## config.mk

```make
export PLATFORM = sky130hd
export DESIGN_NAME = gated_sipo
export DESIGN_NICKNAME = d
export VERILOG_FILES = /design/src/rtl/sipo_pkg.sv /design/src/rtl/word_buf_if.sv /design/src/rtl/word_buf.sv /design/src/rtl/gated_sipo.sv
export VERILOG_INCLUDE_DIRS = /design/src /design/src/rtl
export SDC_FILE = /design/constraint.sdc
export NUM_CORES = 1
export LEC_CHECK = 0
export CAP_MARGIN = 10
export CORE_MARGIN = 4
export CORE_UTILIZATION = 35
export CTS_CLUSTER_SIZE = 20
export DETAILED_ROUTE_END_ITERATION = 12
export DONT_BUFFER_PORTS = 1
export PLACE_DENSITY = 0.55
export SYNTH_ARGS = -nofsm -noshare
export SYNTH_HDL_FRONTEND = slang
export SYNTH_SLANG_ARGS = --single-unit
```

## constraint.sdc

```tcl
create_clock -name clk_sys_in -period 2.4 [get_ports clk_sys_in]
set_input_delay 0.48 -clock clk_sys_in [delete_from_list [all_inputs] [get_ports clk_sys_in]]
set_output_delay 0.48 -clock clk_sys_in [all_outputs]
set_load 0.02 [all_outputs]
```

## src/rtl/sipo_cfg.svh

```systemverilog
`ifndef SIPO_CFG_SVH
`define SIPO_CFG_SVH

// ****************************************
// widths, depths and reset values
// ****************************************
`define STAGE_COUNT 8
`define STAGE_RESET 8'h00
`define BUF_DEPTH 2
`define BUF_COUNT_W 2
`define BUF_FULL_COUNT 2'h2

`endif

```

## src/rtl/sipo_pkg.sv

```systemverilog
`include "sipo_cfg.svh"

package sipo_pkg;

  // ****************************************
  // shared types
  // ****************************************
  typedef logic [`STAGE_COUNT-1:0] stage_word_t;

  // gray codes along run -> wait -> clear
  typedef enum logic [1:0]
  {
    ST_RUN = 2'h0,
    ST_WAIT = 2'h1,
    ST_CLEAR = 2'h3
  } ctl_state_t;

endpackage

```

## src/rtl/word_buf_if.sv

```systemverilog
`timescale 1ns/1ps

interface word_buf_if;
  import sipo_pkg::*;

  // ****************************************
  // fill side and drain side
  // ****************************************
  logic push_valid;
  logic push_ready;
  stage_word_t push_data;
  logic pop_valid;
  logic pop_ready;
  stage_word_t pop_data;

  modport filler
  (
    output push_valid,
    output push_data,
    input push_ready
  );

  modport store
  (
    input push_valid,
    input push_data,
    output push_ready,
    output pop_valid,
    output pop_data,
    input pop_ready
  );

  modport drainer
  (
    input pop_valid,
    input pop_data,
    output pop_ready
  );
endinterface

```

## src/rtl/word_buf.sv

```systemverilog
`timescale 1ns/1ps
`include "sipo_cfg.svh"

module word_buf
  import sipo_pkg::*;
(
  input wire logic clk_sys_in,
  input wire logic rst_b_in,
  word_buf_if.store bus
);

  // ****************************************
  // two-entry store
  // ****************************************
  stage_word_t mem_r [0:`BUF_DEPTH-1];
  stage_word_t mem_nxt [0:`BUF_DEPTH-1];
  logic wr_ptr_r;
  logic wr_ptr_nxt;
  logic rd_ptr_r;
  logic rd_ptr_nxt;
  logic [`BUF_COUNT_W-1:0] count_r;
  logic [`BUF_COUNT_W-1:0] count_nxt;
  logic do_push;
  logic do_pop;

  // pointer step shared by both ends
  function automatic logic ptr_step(input logic ptr, input logic go);
    ptr_step = go ? ~ptr : ptr;
  endfunction

  // honest flags straight from the count
  assign bus.push_ready = (count_r != `BUF_FULL_COUNT);
  assign bus.pop_valid = (count_r != 2'h0);
  assign bus.pop_data = mem_r[rd_ptr_r];
  assign do_push = bus.push_valid && bus.push_ready;
  assign do_pop = bus.pop_valid && bus.pop_ready;

  // next pointers, count and contents
  always_comb
  begin
    mem_nxt = mem_r;
    if (do_push)
    begin
      mem_nxt[wr_ptr_r] = bus.push_data;
    end
    wr_ptr_nxt = ptr_step(wr_ptr_r, do_push);
    rd_ptr_nxt = ptr_step(rd_ptr_r, do_pop);
    count_nxt = count_r;
    if (do_push && !do_pop)
    begin
      count_nxt = count_r + 2'h1;
    end
    else if (do_pop && !do_push)
    begin
      count_nxt = count_r - 2'h1;
    end
  end

  // register only
  always_ff @(posedge clk_sys_in)
  begin
    if (!rst_b_in)
    begin
      wr_ptr_r <= 1'b0;
      rd_ptr_r <= 1'b0;
      count_r <= 2'h0;
      mem_r[0] <= `STAGE_RESET;
      mem_r[1] <= `STAGE_RESET;
    end
    else
    begin
      wr_ptr_r <= wr_ptr_nxt;
      rd_ptr_r <= rd_ptr_nxt;
      count_r <= count_nxt;
      mem_r <= mem_nxt;
    end
  end

  // ****************************************
  // checks
  // ****************************************
  buf_never_over_a: assert property (@(posedge clk_sys_in) disable iff (!rst_b_in)
    count_r <= `BUF_FULL_COUNT)
    else $error("buffer count above depth");

  buf_word_out_a: assert property (@(posedge clk_sys_in) disable iff (!rst_b_in)
    (do_push && count_r == 2'h0) |=> (bus.pop_valid && bus.pop_data == $past(bus.push_data)))
    else $error("word pushed into empty buffer not presented next cycle");

  buf_stall_hold_a: assert property (@(posedge clk_sys_in) disable iff (!rst_b_in)
    (bus.pop_valid && !bus.pop_ready) |=> (bus.pop_valid && $stable(bus.pop_data)))
    else $error("stalled word changed or vanished");

endmodule

```

## src/rtl/gated_sipo.sv

```systemverilog
`timescale 1ns/1ps
`include "sipo_cfg.svh"

module gated_sipo
  import sipo_pkg::*;
(
  input wire logic clk_sys_in,
  input wire logic rst_b_in,
  input wire logic shift_clock_in,
  input wire logic ser_a_in,
  input wire logic ser_b_in,
  input wire logic clear_n_in,
  output logic [`STAGE_COUNT-1:0] stage_outputs_out,
  output logic shift_ready_out,
  output logic word_valid_out,
  output logic [`STAGE_COUNT-1:0] word_data_out,
  input wire logic word_ready_in
);

  // ****************************************
  // state
  // ****************************************
  stage_word_t stage_r;
  stage_word_t stage_nxt;
  ctl_state_t state_r;
  ctl_state_t state_nxt;
  logic clk_prev_r;
  logic clk_prev_nxt;
  logic pend_bit_r;
  logic pend_bit_nxt;
  logic clk_rise;
  logic entry_bit;
  logic room;
  logic shift_fire;
  logic load_bit;

  word_buf_if buf_bus ();

  // pins are synchronous, so a plain previous-value compare finds the edge
  assign clk_rise = shift_clock_in && !clk_prev_r;

  assign entry_bit = ser_a_in & ser_b_in;

  // a full buffer defers the edge rather than losing a snapshot
  assign room = buf_bus.push_ready;
  assign shift_ready_out = room;

  // clear outranks clock
  // an edge in the cycle that clear is released is taken as well, so the clear
  // state behaves like run here; only a waiting edge replays without a new one
  assign shift_fire = clear_n_in && room &&
                      ((state_r != ST_WAIT && clk_rise) || state_r == ST_WAIT);

  assign load_bit = (state_r == ST_WAIT) ? pend_bit_r : entry_bit;

  // ****************************************
  // control sequence
  // ****************************************
  // deferred edges keep their captured bit; clear drops them
  always_comb
  begin
    state_nxt = state_r;
    pend_bit_nxt = pend_bit_r;
    clk_prev_nxt = shift_clock_in;
    case (state_r)
      ST_RUN:
      begin
        if (!clear_n_in)
        begin
          state_nxt = ST_CLEAR;
        end
        else if (clk_rise && !room)
        begin
          state_nxt = ST_WAIT;
          pend_bit_nxt = entry_bit;
        end
      end
      ST_WAIT:
      begin
        // edges that arrive now are refused; the first one keeps its slot
        if (!clear_n_in)
        begin
          state_nxt = ST_CLEAR;
        end
        else if (room)
        begin
          state_nxt = ST_RUN;
        end
      end
      ST_CLEAR:
      begin
        // an edge in the release cycle is a normal edge and may need deferring too
        if (clear_n_in && clk_rise && !room)
        begin
          state_nxt = ST_WAIT;
          pend_bit_nxt = entry_bit;
        end
        else if (clear_n_in)
        begin
          state_nxt = ST_RUN;
        end
      end
      default:
      begin
        state_nxt = ST_RUN;
      end
    endcase
  end

  // ****************************************
  // stage chain
  // ****************************************
  always_comb
  begin
    stage_nxt = stage_r;
    if (!clear_n_in)
    begin
      stage_nxt = `STAGE_RESET;
    end
    else if (shift_fire)
    begin
      stage_nxt = {stage_r[`STAGE_COUNT-2:0], load_bit};
    end
  end

  // each fired shift hands its snapshot to the buffer
  assign buf_bus.push_valid = shift_fire;
  assign buf_bus.push_data = stage_nxt;

  always_ff @(posedge clk_sys_in)
  begin
    if (!rst_b_in)
    begin
      stage_r <= `STAGE_RESET;
      state_r <= ST_RUN;
      clk_prev_r <= 1'b0;
      pend_bit_r <= 1'b0;
    end
    else
    begin
      stage_r <= stage_nxt;
      state_r <= state_nxt;
      clk_prev_r <= clk_prev_nxt;
      pend_bit_r <= pend_bit_nxt;
    end
  end

  // parallel outputs forced low at once by clear
  assign stage_outputs_out = clear_n_in ? stage_r : `STAGE_RESET;

  // ****************************************
  // output buffer
  // ****************************************
  // clear does not empty the buffer: words already taken stay for the receiver,
  // only the system reset throws them away
  word_buf u_word_buf
  (
    .clk_sys_in(clk_sys_in),
    .rst_b_in(rst_b_in),
    .bus(buf_bus.store)
  );

  assign word_valid_out = buf_bus.pop_valid;
  assign word_data_out = buf_bus.pop_data;
  assign buf_bus.pop_ready = word_ready_in;

  // ****************************************
  // checks
  // ****************************************
  shift_move_a: assert property (@(posedge clk_sys_in) disable iff (!rst_b_in)
    shift_fire |=> stage_r[`STAGE_COUNT-1:1] == $past(stage_r[`STAGE_COUNT-2:0]))
    else $error("stages did not move one place");

  stage_load_a: assert property (@(posedge clk_sys_in) disable iff (!rst_b_in)
    (shift_fire && state_r == ST_RUN) |=> stage_r[0] == $past(ser_a_in && ser_b_in))
    else $error("stage zero not loaded with AND of inputs");

  gate_zero_a: assert property (@(posedge clk_sys_in) disable iff (!rst_b_in)
    (shift_fire && state_r == ST_RUN && !(ser_a_in && ser_b_in)) |=> !stage_r[0])
    else $error("gated input let a one through");

  clear_force_a: assert property (@(posedge clk_sys_in) disable iff (!rst_b_in)
    !clear_n_in |-> (stage_outputs_out == 8'h00) ##1 (stage_r == 8'h00))
    else $error("outputs not low during clear");

  clear_prio_a: assert property (@(posedge clk_sys_in) disable iff (!rst_b_in)
    (!clear_n_in ##1 !clear_n_in) |-> (stage_r == 8'h00 && !buf_bus.push_valid))
    else $error("shift took place during clear");

  hold_idle_a: assert property (@(posedge clk_sys_in) disable iff (!rst_b_in)
    (clear_n_in && !shift_fire) |=> $stable(stage_r))
    else $error("stages changed without an edge");

  outputs_show_a: assert property (@(posedge clk_sys_in) disable iff (!rst_b_in)
    clear_n_in |-> stage_outputs_out == stage_r)
    else $error("outputs differ from stages");

  edge_defer_a: assert property (@(posedge clk_sys_in) disable iff (!rst_b_in)
    (state_r == ST_RUN && clk_rise && !room && clear_n_in)
      |=> (state_r == ST_WAIT && pend_bit_r == $past(ser_a_in && ser_b_in)))
    else $error("stalled edge not held with its captured bit");

  single_step_a: assert property (@(posedge clk_sys_in) disable iff (!rst_b_in)
    (clear_n_in && state_r == ST_RUN && !clk_rise) |=> $stable(stage_r))
    else $error("stages moved without a rising edge");

  release_edge_a: assert property (@(posedge clk_sys_in) disable iff (!rst_b_in)
    (state_r == ST_CLEAR && clear_n_in && clk_rise && room) |=> stage_r[0] == $past(ser_a_in && ser_b_in))
    else $error("edge in clear release cycle was lost");

  wait_resume_a: assert property (@(posedge clk_sys_in) disable iff (!rst_b_in)
    (state_r == ST_WAIT && room && clear_n_in) |=> (state_r == ST_RUN && stage_r[0] == $past(pend_bit_r)))
    else $error("deferred edge did not load its captured bit");

  wait_refuse_a: assert property (@(posedge clk_sys_in) disable iff (!rst_b_in)
    (state_r == ST_WAIT && !room && clear_n_in)
      |=> (state_r == ST_WAIT && $stable(stage_r) && $stable(pend_bit_r)))
    else $error("waiting edge lost or stages moved while buffer full");

endmodule

```

Word-level counts from Yosys, hierarchy flattened

Index checks and enable logic that the tools add are counted.

Input bits: 7
Bits in registers: 32

Bitwise gates (word level): 5
Reduce and logical (&&, ||, !) cells: 23
Equality and inequality tests: 10
$lt $le $gt $ge: 3
Mux-type cells: 23
Add/subtract/negate cells: 2

Operators with widths:

| kind                  | number |
|---|---|
| $mux W8               | 7 |
| $bwmux W16            | 1 |
| $mux W2               | 8 |
| $logic_and A1 B1 Y1   | 12 |
| $ne A3 B3 Y1 const B  | 3 |
| $demux W8 S1          | 1 |
| $ne A2 B2 Y1 const B  | 4 |
| $pmux W2 S3           | 1 |
| $reduce_bool A2 Y1    | 3 |
| $ge A2 B2 Y1 const B  | 2 |
| $logic_not A1 Y1      | 4 |
| $mux W1               | 4 |
| $not A1 Y2            | 2 |
| $reduce_and A4 Y1     | 1 |
| $reduce_and A3 Y1     | 1 |
| $add A2 B1 Y2 const B | 1 |
| $eq A2 B1 Y1 const B  | 1 |
| $eq A2 B2 Y1 const B  | 1 |
| $logic_not A2 Y1      | 1 |
| $lt A2 B1 Y1 const B  | 1 |
| $ne A2 B1 Y1 const B  | 1 |
| $not A1 Y1            | 2 |
| $pmux W1 S2           | 1 |
| $sub A2 B1 Y2 const B | 1 |
| other kinds (2)       | 2 |

Depth between registers and ports, before layout

Gate-level depths: netlist of the first run.

Word-level depth: 10
Gate-level depth with buffers: 8

By module

A second synthesis of the first run with hierarchy kept.

Cells, all modules: 170
Area, all modules: 1630.3 um2

By module, submodules not included:

| module     | cells an instance | sequential area each (um2) | instances | area each (um2) |
|---|---|---|---|---|
| word_buf   | 91                | 400.4                      | 1         | 928.4 |
| gated_sipo | 79                | 240.2                      | 1         | 701.9 |

Worst setup path before layout of the first run

OpenSTA, ideal clock, no wires.

Kind: input to register
From: input port shift_clock_in
To: register u_word_buf.count_r[1]
Required time: 2.324 ns
Path buffers: 1
Path slack: 0.368 ns
Cell stages on the path: 7
Data arrival time: 1.957 ns
Library setup time: 0.076 ns
Path through: nand2b_1 > a21oi_1 > buf_2 > and2_1 > ha_1 > or3_1 > a21boi_0

Word-level cells in the longest chain between the ends: 8
Elaborated cells between the ends (all ways): 10

Ends and longest elaborated chain:

| what                         | RTL line         | text |
|---|---|---|
| start, declared              | gated_sipo.sv:9  | `input wire logic shift_clock_in,` |
| $logic_and A1 B1 Y1 *        | gated_sipo.sv:40 | `assign clk_rise = shift_clock_in && !clk_prev_r;` |
| $logic_and A1 B1 Y1 *        | gated_sipo.sv:52 | `((state_r != ST_WAIT && clk_rise) \|\| state_r == ST_WAIT);` |
| $logic_or A1 B1 Y1 *         | gated_sipo.sv:52 |  |
| $logic_and A1 B1 Y1 *        | gated_sipo.sv:51 | `assign shift_fire = clear_n_in && room &&` |
| $logic_and A1 B1 Y1 *        | word_buf.sv:35   | `assign do_push = bus.push_valid && bus.push_ready;` |
| named net u_word_buf.do_push | word_buf.sv:23   | `logic do_push;` |
| $logic_not A1 Y1             | word_buf.sv:53   | `else if (do_pop && !do_push)` |
| $logic_and A1 B1 Y1          | word_buf.sv:53   |  |
| $reduce_bool A2 Y1 (no line) | n/a              |  |
| end signal, assigned         | word_buf.sv:74   | `count_r <= count_nxt;` |
| end, declared                | word_buf.sv:21   | `` logic [`BUF_COUNT_W-1:0] count_r; `` |

Mark *: on every way through the listed nets, which the timed path passes. The rest lies on a longest branch.
A chain may end at the register's enable or synchronous reset.

Final worst setup path of the first run

From: register u_word_buf.rd_ptr_r
To: output port word_data_out[6]

Word-level cells in the longest chain between the ends: 4

Ends and longest elaborated chain:

| what                                       | RTL line         | text |
|---|---|---|
| start, declared                            | word_buf.sv:19   | `logic rd_ptr_r;` |
| start signal, assigned                     | word_buf.sv:73   | `rd_ptr_r <= rd_ptr_nxt;` |
| $not A1 Y2 (not written as such)           | word_buf.sv:34   | `assign bus.pop_data = mem_r[rd_ptr_r];` |
| $mux W8 (not written as such) (3 in a row) | word_buf.sv:34   |  |
| end, declared                              | gated_sipo.sv:16 | `` output logic [`STAGE_COUNT-1:0] word_data_out, `` |

Every way passes these cells. The select of a mux whose other input is x is not followed.

==> reports/qor.txt, run 1 <==
hold slack = 0.323 ns
antenna cells = 0
share of post-route cells with drive strength above 1 = 14.6%
synthesized flop and latch total = 32
required time of the critical path = 1.92 ns
max-cap viol count = 0
placed cell area = 1520 um^2
R2R Path End = u_word_buf.count_r[1]
Leakage = 0.643 nW
crit start category = flip-flop
CTS Hold Bufs = 0
drt drc = 0
clk_skew = 0.00471 ns
critical path fanouts, max = 9
CP cell instances = mux2_2
DIE WIDTH = 72.8 um
syn nets = 152
Worst-Margin Slew = 0.668 ns
Post-CTS Resized = 0
via density per instance = 5.07
register area share after synthesis = 43.6%
total power draw = 1.31 mW
Sink Count = 32
GRT Overall Usage = 12.0%
Die Area = 5300 um^2
endpoint class of the critical path = primary output
post-route ant nets = 0
unrepaired setup endpoints after global routing = false
Clk pin slew, worst setup/hold paths = 0.06 ns
fin. max-slew vios = 0
grt total ovfl = 0
Final Setup Violations = 0
synthesized area = 1470 um^2
Routed WL per cell = 14.7 um
Crit path arrival time = 1.40 ns
Fin. Hold Viols = 0
I/O Pins = 25
Top delay family on crit path = flip-flops
Initial Util = 36.5%
CP Buf/Inv Count = 0
PortBufs = 0
Hold Crit Depth = 1
Max VDD drop = 389 uV
nets@finish = 154
root buffer cell = clkbuf_8
DRT iter0 DRCs = 27
R2R cell count = 6
Pre-antenna DRT Iters = 3
Worst Hold End = clk_prev_r
Max Fclk = 533 MHz
reg-to-reg slack, setup = 0.60 ns
post-layout min period = 1.88 ns
syn_area_per_cell = 10.2 um^2
hold_sp = shift_clock_in
warnings from Yosys = 0
worst stage delay on the critical path = 0.65 ns
EDFF count, synth = 0
setup_tns = 0 ns
Yosys cell types = 32
CTS tree = built
clock tree buffer depth = 2
vias in the first global route = 971
initial antenna violation count = 0
Final Cycle Share = 78.1%
DP HPWL = 1980 um
RePlAce Congestion = 0.660
core area = 4030 um^2
slowest CP cell = dfxtp_1
Rel. slew slack = 55.3%
vias = 984
TritonCTS buffer count = 5
Fill cells = 417
Syn-to-layout area delta = 7.83%
largest net degree at the start of global routing = 34
worst skew pair latency = 0.28 ns
Die Y = 72.8 um
Hold WC Path Type = in2reg
WS Path Type = reg2out
design area = 1590 um^2
postcts setup bufs = 0
Cell Pwr Density = 828 nW/um^2
H-tree Lvls = 2
FF-to-FF Start = state_r[1]
WL final = 2860 um
Placement Rows = 23
fraction of registers with async set/reset = 0%
first-pass GRT wire length = 4800 um
ys flop type = dfxtp_1
Cells after Synth = 144
run status = finished clean
==> state kept, by name (all words and copies together) (netlist names) <==
name,count
pend_bit_r,1
u_word_buf.count_r,2
u_word_buf.rd_ptr_r,1
u_word_buf.mem_r,16
clk_prev_r,1
state_r,2
u_word_buf.wr_ptr_r,1
stage_r,8
==> cells in the final DEF (no fill, tap or decap), types with 2 or more instances in the layout <==
| master | instances |
|---|---|
| xnor2_1 | 2 |
| buf_4 | 2 |
| mux2i_1 | 21 |
| dfxtp_1 | 32 |
| nand2_1 | 11 |
| nor2b_1 | 17 |
| a21oi_1 | 3 |
| nand2b_1 | 2 |
| xor2_1 | 2 |
| mux2_2 | 8 |
| inv_1 | 7 |
| o21ai_0 | 2 |
| clkbuf_8 | 5 |
| a21boi_0 | 2 |
| and2_1 | 11 |
| o211a_1 | 2 |
==> how the worst max path moves through the flow <==
stage,start,endpoint,cells after the start
6_report,u_word_buf.rd_ptr_r,word_data_out[6],1
5_1_grt,u_word_buf.rd_ptr_r,word_data_out[6],1
4_1_cts,u_word_buf.rd_ptr_r,word_data_out[6],1
3_5_place_dp,shift_clock_in,u_word_buf.count_r[1],6
3_3_place_gp,shift_clock_in,u_word_buf.count_r[1],6
2_1_floorplan,shift_clock_in,u_word_buf.count_r[1],7
==> synthesized netlist by cell type, drive strengths merged, types with 3 or more instances <==
master	instances	area, um^2
nor2b	17	106
inv	7	26.3
a21oi	3	15.0
nand2b	3	26.3
and2	11	68.8
clkbuf	5	18.8
nand2	11	41.3
dfxtp	32	641
mux2i	21	210
mux2	8	90.1
==> area by class of cell <==
class | count | area, um^2 | area share, %
timing repair buffer | 2 | 15.0 | 0.947
tap | 50 | 62.6 | 3.95
clock buffer | 5 | 68.8 | 4.34
inverter | 7 | 26.3 | 1.66
multi-input combinational | 98 | 772 | 48.7
sequential | 32 | 641 | 40.4
==> routing by layer <==
metal,GRT usage (%),part of all wire [%],up-vias
li1,-,-,487
met1,13.2,42,470
met2,18.9,48,18
met3,5.65,6.4,9
met4,6.56,2.9,0
met5,0,0,-
==> cell families (layout without fill, tap and decap cells) <==
group / count (synthesis) / after routing / synth area share [%]
buffers and inverters: 14 / 14 / 3.92
flip-flops: 32 / 32 / 43.6
AO/OA/AOI/OAI: 15 / 15 / 8.94
adder cells (fa/ha/maj): 1 / 1 / 0.851
XOR/XNOR: 4 / 4 / 2.38
multiplexers: 29 / 29 / 20.4
AND/OR/NAND/NOR: 49 / 49 / 19.9
==> power by group <==
| group | switching, mW | leakage [nW] | internal, mW |
|---|---|---|---|
| Combinational | 0.165 | 0.348 | 0.156 |
| Sequential | 0.0601 | 0.259 | 0.570 |
| Clock | 0.175 | 0.0359 | 0.186 |
| Total | 0.400 | 0.643 | 0.912 |
==> stage by stage <==
stage / utilization (%) / setup WS (ns) / instances
after floorplan: - / 0.368 / 144
after CTS: 39.3 / 0.512 / 194
after global routing: 39.3 / 0.454 / 194
after detailed placement: 37.6 / 0.513 / 189
after global placement: 37.6 / 0.549 / 189
final: 39.3 / 0.525 / 194
==> worst reg2reg max path, stage by stage, from the launching register on <==
cell and delay, ns:
dfxtp_1 0.44, nand2b_4 0.21, a21oi_1 0.08, and2_1 0.18, ha_1 0.31, or3_1 0.35, a21boi_0 0.15
Power figures use the tool's default switching activity.
==> run 2, diff against run 1 <==
--- a/config.mk
+++ b/config.mk
@@ -12,7 +12,7 @@
 export CTS_CLUSTER_SIZE = 20
 export DETAILED_ROUTE_END_ITERATION = 12
 export DONT_BUFFER_PORTS = 1
-export PLACE_DENSITY = 0.55
+export PLACE_DENSITY = 0.57
 export SYNTH_ARGS = -nofsm -noshare
 export SYNTH_HDL_FRONTEND = slang
 export SYNTH_SLANG_ARGS = --single-unit
==> constraint.sdc (replaced) <==
create_clock -name clk_sys_in -period 1.7 [get_ports clk_sys_in]
set_input_delay 0.34 -clock clk_sys_in [delete_from_list [all_inputs] [get_ports clk_sys_in]]
set_output_delay 0.34 -clock clk_sys_in [all_outputs]
set_load 0.02 [all_outputs]
==> run 2 against run 1 <==
Effect of this change: clock power up 120%; design area up 11%; via count up 2.4%; flip-flop and latch count unchanged; total power up 74%; combinational power up 88%; largest cell class unchanged.
==> reports/qor.txt, run 2 (same netlist as run 1, synthesis figures left out) <==
R2R cell count = 7
vias = 1008
Worst-Margin Slew = 0.327 ns
Reg with most FFs = u_word_buf.mem_r
Place WS = 0.0901 ns
DRT iter0 DRCs = 30
Final Setup Violations = 0
antenna cells = 0
endpoint class of the critical path = flip-flop
grt total ovfl = 0
largest net degree at the start of global routing = 34
GRT Overall Usage = 12.8%
vias in the first global route = 1070
Clock Power Share = 34.5%
via density per instance = 4.94
CTS tree = built
Switch Pwr = 0.625 mW
Max Fclk = 620 MHz
Leakage = 0.721 nW
Routed WL per cell = 14.8 um
largest registers = u_word_buf.mem_r: 16 flops, stage_r: 8 flops
Hold Crit Depth = 1
required time of the critical path = 1.91 ns
worst skew pair latency = 0.28 ns
worst setup margin = 0.0867 ns
WS Path Type = reg2reg
Syn-to-layout area delta = 19.4%
WL final = 3010 um
clk_skew = 0.00486 ns
Switching Fraction = 27.4%
hold slack = 0.177 ns
Final Cycle Share = 94.9%
Fill cells = 402
initial antenna violation count = 0
Die Y = 72.8 um
core area = 4030 um^2
DIE WIDTH = 72.8 um
run status = finished clean
Pint = 1.65 mW
drt drc = 0
first-pass GRT wire length = 5140 um
Clk pin slew, worst setup/hold paths = 0.07 ns
combinational share of power = 26.6%
DP HPWL = 2100 um
Rel. slew slack = 78.1%
Pre-antenna DRT Iters = 4
share of post-route cells with drive strength above 1 = 24.7%
RePlAce Congestion = 0.672
Cell Pwr Density = 1300 nW/um^2
Placement Rows = 23
max reg flops = 16
Crit path arrival time = 1.83 ns
most frequent cells in the layout = dfxtp_1 (29), mux2i_1 (21), nor2b_1 (17)
register share of total power = 39.0%
I/O Pins = 25
Die Area = 5300 um^2
post-layout min period = 1.61 ns
root buffer cell = clkbuf_8
H-tree Lvls = 2
unrepaired setup endpoints after global routing = true
Initial Util = 36.5%
Max VDD drop = 662 uV
max-cap viol count = 0
TritonCTS buffer count = 5
Fin. Hold Viols = 0
post-route ant nets = 0
Sink Count = 32
critical path fanouts, max = 4
most common cell after layout, fill and taps aside = dfxtp_1
CTS Hold Bufs = 0
PortBufs = 0
clock tree buffer depth = 2
nets@finish = 161
Hold WC Path Type = in2reg
crit start category = flip-flop
fin. max-slew vios = 0
-- run 2: cell type report --
cell class	count	area, um^2	area share (%)
multi-input cells	98	818	46.6
clock buffers	7	96.3	5.49
inverters	7	26.3	1.50
flip-flops and latches	32	644	36.7
repair buffers	9	77.6	4.42
well taps	50	62.6	3.56
clock inverters	1	30.0	1.71
-- run 2: layer usage --
| layer | track usage (%) | up-vias | wire length (um) |
|---|---|---|---|
| met2 | 20.4 | 18 | 1570 |
| li1 | - | 503 | - |
| met3 | 5.51 | 5 | 140 |
| met1 | 14.7 | 482 | 1260 |
| met4 | 5.74 | 0 | 43 |
| met5 | 0 | - | 0 |
-- run 2: critical path: stages, from the launching register on --
cell and delay, ns:
dfxtp_2 0.34, and2b_4 0.29, a21oi_4 0.04, and2_4 0.16, ha_4 0.14, xor2_1 0.14
or3_1 0.31, a21boi_1 0.13
-- run 2: timing repair --
| item | in CTS | in global routing |
|---|---|---|
| gates resized for setup | 1 | 4 |
| pin swaps | 0 | 1 |
| buffers inserted | 0 | 1 |
| gates cloned | 0 | 1 |
| endpoints found under the setup margin | 8 | 8 |
-- run 2: metrics by stage --
| step | utilization (%) | TNS, ns | power (mW) | cell area, um^2 | instances |
|---|---|---|---|---|---|
| 5_1_grt | 43.6 | -0.0235 | 2.41 | 1760 | 204 |
| 4_1_cts | 42.6 | 0 | 2.25 | 1720 | 202 |
| 3_5_place_dp | 39.4 | 0 | 1.45 | 1590 | 194 |
| 6_report | 43.6 | 0 | 2.28 | 1760 | 204 |
| 2_1_floorplan | - | 0 | 1.34 | 1510 | 144 |
| 3_3_place_gp | 39.4 | 0 | 1.43 | 1590 | 194 |
-- run 2: worst paths after layout --
check	startpoint	to	slack [ns]
worst min-delay path	shift_clock_in	clk_prev_r	0.18
worst max-delay path	u_word_buf.count_r[0]	u_word_buf.count_r[1]	0.09
worst min register to register	pend_bit_r	pend_bit_r	0.47
worst max register to register	u_word_buf.count_r[0]	u_word_buf.count_r[1]	0.09
-- run 2: power by group through the flow --
stage,Sequential (mW),Combinational (mW),Clock [mW]
6_report,0.888,0.605,0.785
5_1_grt,0.899,0.653,0.859
4_1_cts,0.889,0.550,0.814
3_5_place_dp,0.903,0.548,0
3_3_place_gp,0.895,0.534,0
2_1_floorplan,0.857,0.479,0
==> run 3, diff against run 2 <==
--- a/config.mk
+++ b/config.mk
@@ -6,13 +6,13 @@
 export SDC_FILE = /design/constraint.sdc
 export NUM_CORES = 1
 export LEC_CHECK = 0
+export BUFFER_PORTS_ARGS = -buffer_cell sky130_fd_sc_hd__buf_2
 export CAP_MARGIN = 10
 export CORE_MARGIN = 4
 export CORE_UTILIZATION = 35
 export CTS_CLUSTER_SIZE = 20
 export DETAILED_ROUTE_END_ITERATION = 12
-export DONT_BUFFER_PORTS = 1
-export PLACE_DENSITY = 0.57
+export PLACE_DENSITY = 0.62
 export SYNTH_ARGS = -nofsm -noshare
 export SYNTH_HDL_FRONTEND = slang
 export SYNTH_SLANG_ARGS = --single-unit
==> run 3 against run 2 <==
Effect of this change: worst setup slack got worse by 0.016 ns; register-to-register slack got worse by 0.02 ns; final cell count increased by 11%; total power decreased by 3.8%; utilization increased by 2.0 points; wire length increased by 4.0%; critical path type unchanged; largest power group unchanged.
==> reports/qor.txt, run 3 (same netlist as run 1, synthesis figures left out) <==
initial antenna violation count = 0
root buffer cell = clkbuf_8
Rel. slew slack = 68.7%
register share of total power = 38.9%
critical path fanouts, max = 4
Routed WL per cell = 13.8 um
nets@finish = 183
CP startpoint = u_word_buf.count_r[0]
FF-to-FF Start = u_word_buf.count_r[0]
WL final = 3130 um
largest registers = u_word_buf.mem_r: 16 flops, stage_r: 8 flops
PortBufs = 24
first-pass GRT wire length = 5340 um
Clock Power Share = 32.4%
largest net degree at the start of global routing = 34
hold_sp = ser_b_in
vias = 1086
Syn-to-layout area delta = 24.8%
vias in the first global route = 1170
Pre-antenna DRT Iters = 4
Post-Place Cells = 217
Placement Rows = 23
crit start category = flip-flop
Reg with most FFs = u_word_buf.mem_r
CTS Hold Bufs = 0
required time of the critical path = 1.92 ns
Cell Pwr Density = 1190 nW/um^2
TritonCTS buffer count = 5
endpoint class of the critical path = flip-flop
Leakage = 0.816 nW
fin. max-slew vios = 0
post-route ant nets = 0
Place WS = 0.0994 ns
Fill cells = 421
Max Fclk = 614 MHz
most common cell after layout, fill and taps aside = dfxtp_1
Pint = 1.54 mW
I/O Pins = 25
post-route non-filler standard cell count = 226
Sink Count = 32
worst skew pair latency = 0.28 ns
share of post-route cells with drive strength above 1 = 33.0%
Die Y = 72.8 um
max reg flops = 16
grt total ovfl = 0
RePlAce Congestion = 0.732
run status = finished clean
Die Area = 5300 um^2
clock tree buffer depth = 2
most frequent cells in the layout = dfxtp_1 (30), buf_2 (24), mux2i_1 (21)
total power draw = 2.19 mW
CTS tree = built
reg-to-reg slack, setup = 0.07 ns
H-tree Lvls = 2
antenna cells = 0
Hold WC Path Type = in2reg
worst setup margin = 0.0710 ns
Final Setup Violations = 0
Max VDD drop = 572 uV
Initial Util = 36.5%
core area = 4030 um^2
WS Path Type = reg2reg
fin util = 45.5%
clk_skew = 0.00384 ns
drt drc = 0
Fin. Hold Viols = 0
Crit path arrival time = 1.85 ns
Switching Fraction = 29.6%
post-layout min period = 1.63 ns
DRT iter0 DRCs = 29
GRT Overall Usage = 13.0%
DP HPWL = 2170 um
DIE WIDTH = 72.8 um
combinational share of power = 28.7%
Switch Pwr = 0.650 mW
max-cap viol count = 0
Final Cycle Share = 95.8%
via density per instance = 4.81
Clk pin slew, worst setup/hold paths = 0.07 ns
Worst-Margin Slew = 0.470 ns
==> run 3: path summary, 6_finish.rpt <==
kind / end / cells after the start
worst max-delay path: u_word_buf.count_r[1] / 7
worst min-delay path: pend_bit_r / 3
worst max register to register: u_word_buf.count_r[1] / 7
worst min register to register: pend_bit_r / 2
==> run 3: power by group through the flow <==
stage | combinational (mW) | clock, mW | sequential, mW
floorplan | 0.479 | 0 | 0.857
global placement | 0.589 | 0 | 0.864
detailed placement | 0.611 | 0 | 0.869
CTS | 0.612 | 0.734 | 0.852
global route | 0.671 | 0.770 | 0.860
finish | 0.628 | 0.710 | 0.853
==> run 3: critical path, stage by stage, from the launching register on <==
cell and delay [ns]:
dfxtp_2 0.34, and2b_4 0.31, a21oi_4 0.04, and2_4 0.16
ha_4 0.14, xor2_1 0.14, or3_1 0.30, a21boi_1 0.12
==> run 3: area by class of cell <==
cell class | instances | area [um^2] | share of cell area, %
Clock inverter | 2 | 35.0 | 1.91
Clock buffer | 6 | 72.6 | 3.96
Tap cell | 50 | 62.6 | 3.41
Inverter | 7 | 26.3 | 1.43
Timing Repair Buffer | 31 | 176 | 9.62
Multi-Input combinational cell | 98 | 818 | 44.6
Sequential cell | 32 | 643 | 35.1
==> run 3: stage by stage <==
stage	hold slack [ns]	area (um^2)	setup TNS, ns
finish	0.306	1830	0
global route	0.321	1830	-0.00521
CTS	0.301	1810	0
detailed placement	0.463	1700	0
global placement	0.447	1700	0
floorplan	0.432	1510	0
==> run 3: timing repair <==
action	4_1_cts	5_1_grt
endpoints found under the setup margin	0	3
gates resized for setup	0	2
setup buffers	0	0
==> run 3: routing by layer <==
layer  GRT usage, %  routed length [um]
met4           7.38                  65
met2           20.5                1490
met5              0                   0
met1           15.5                1430
met3           3.86                 145
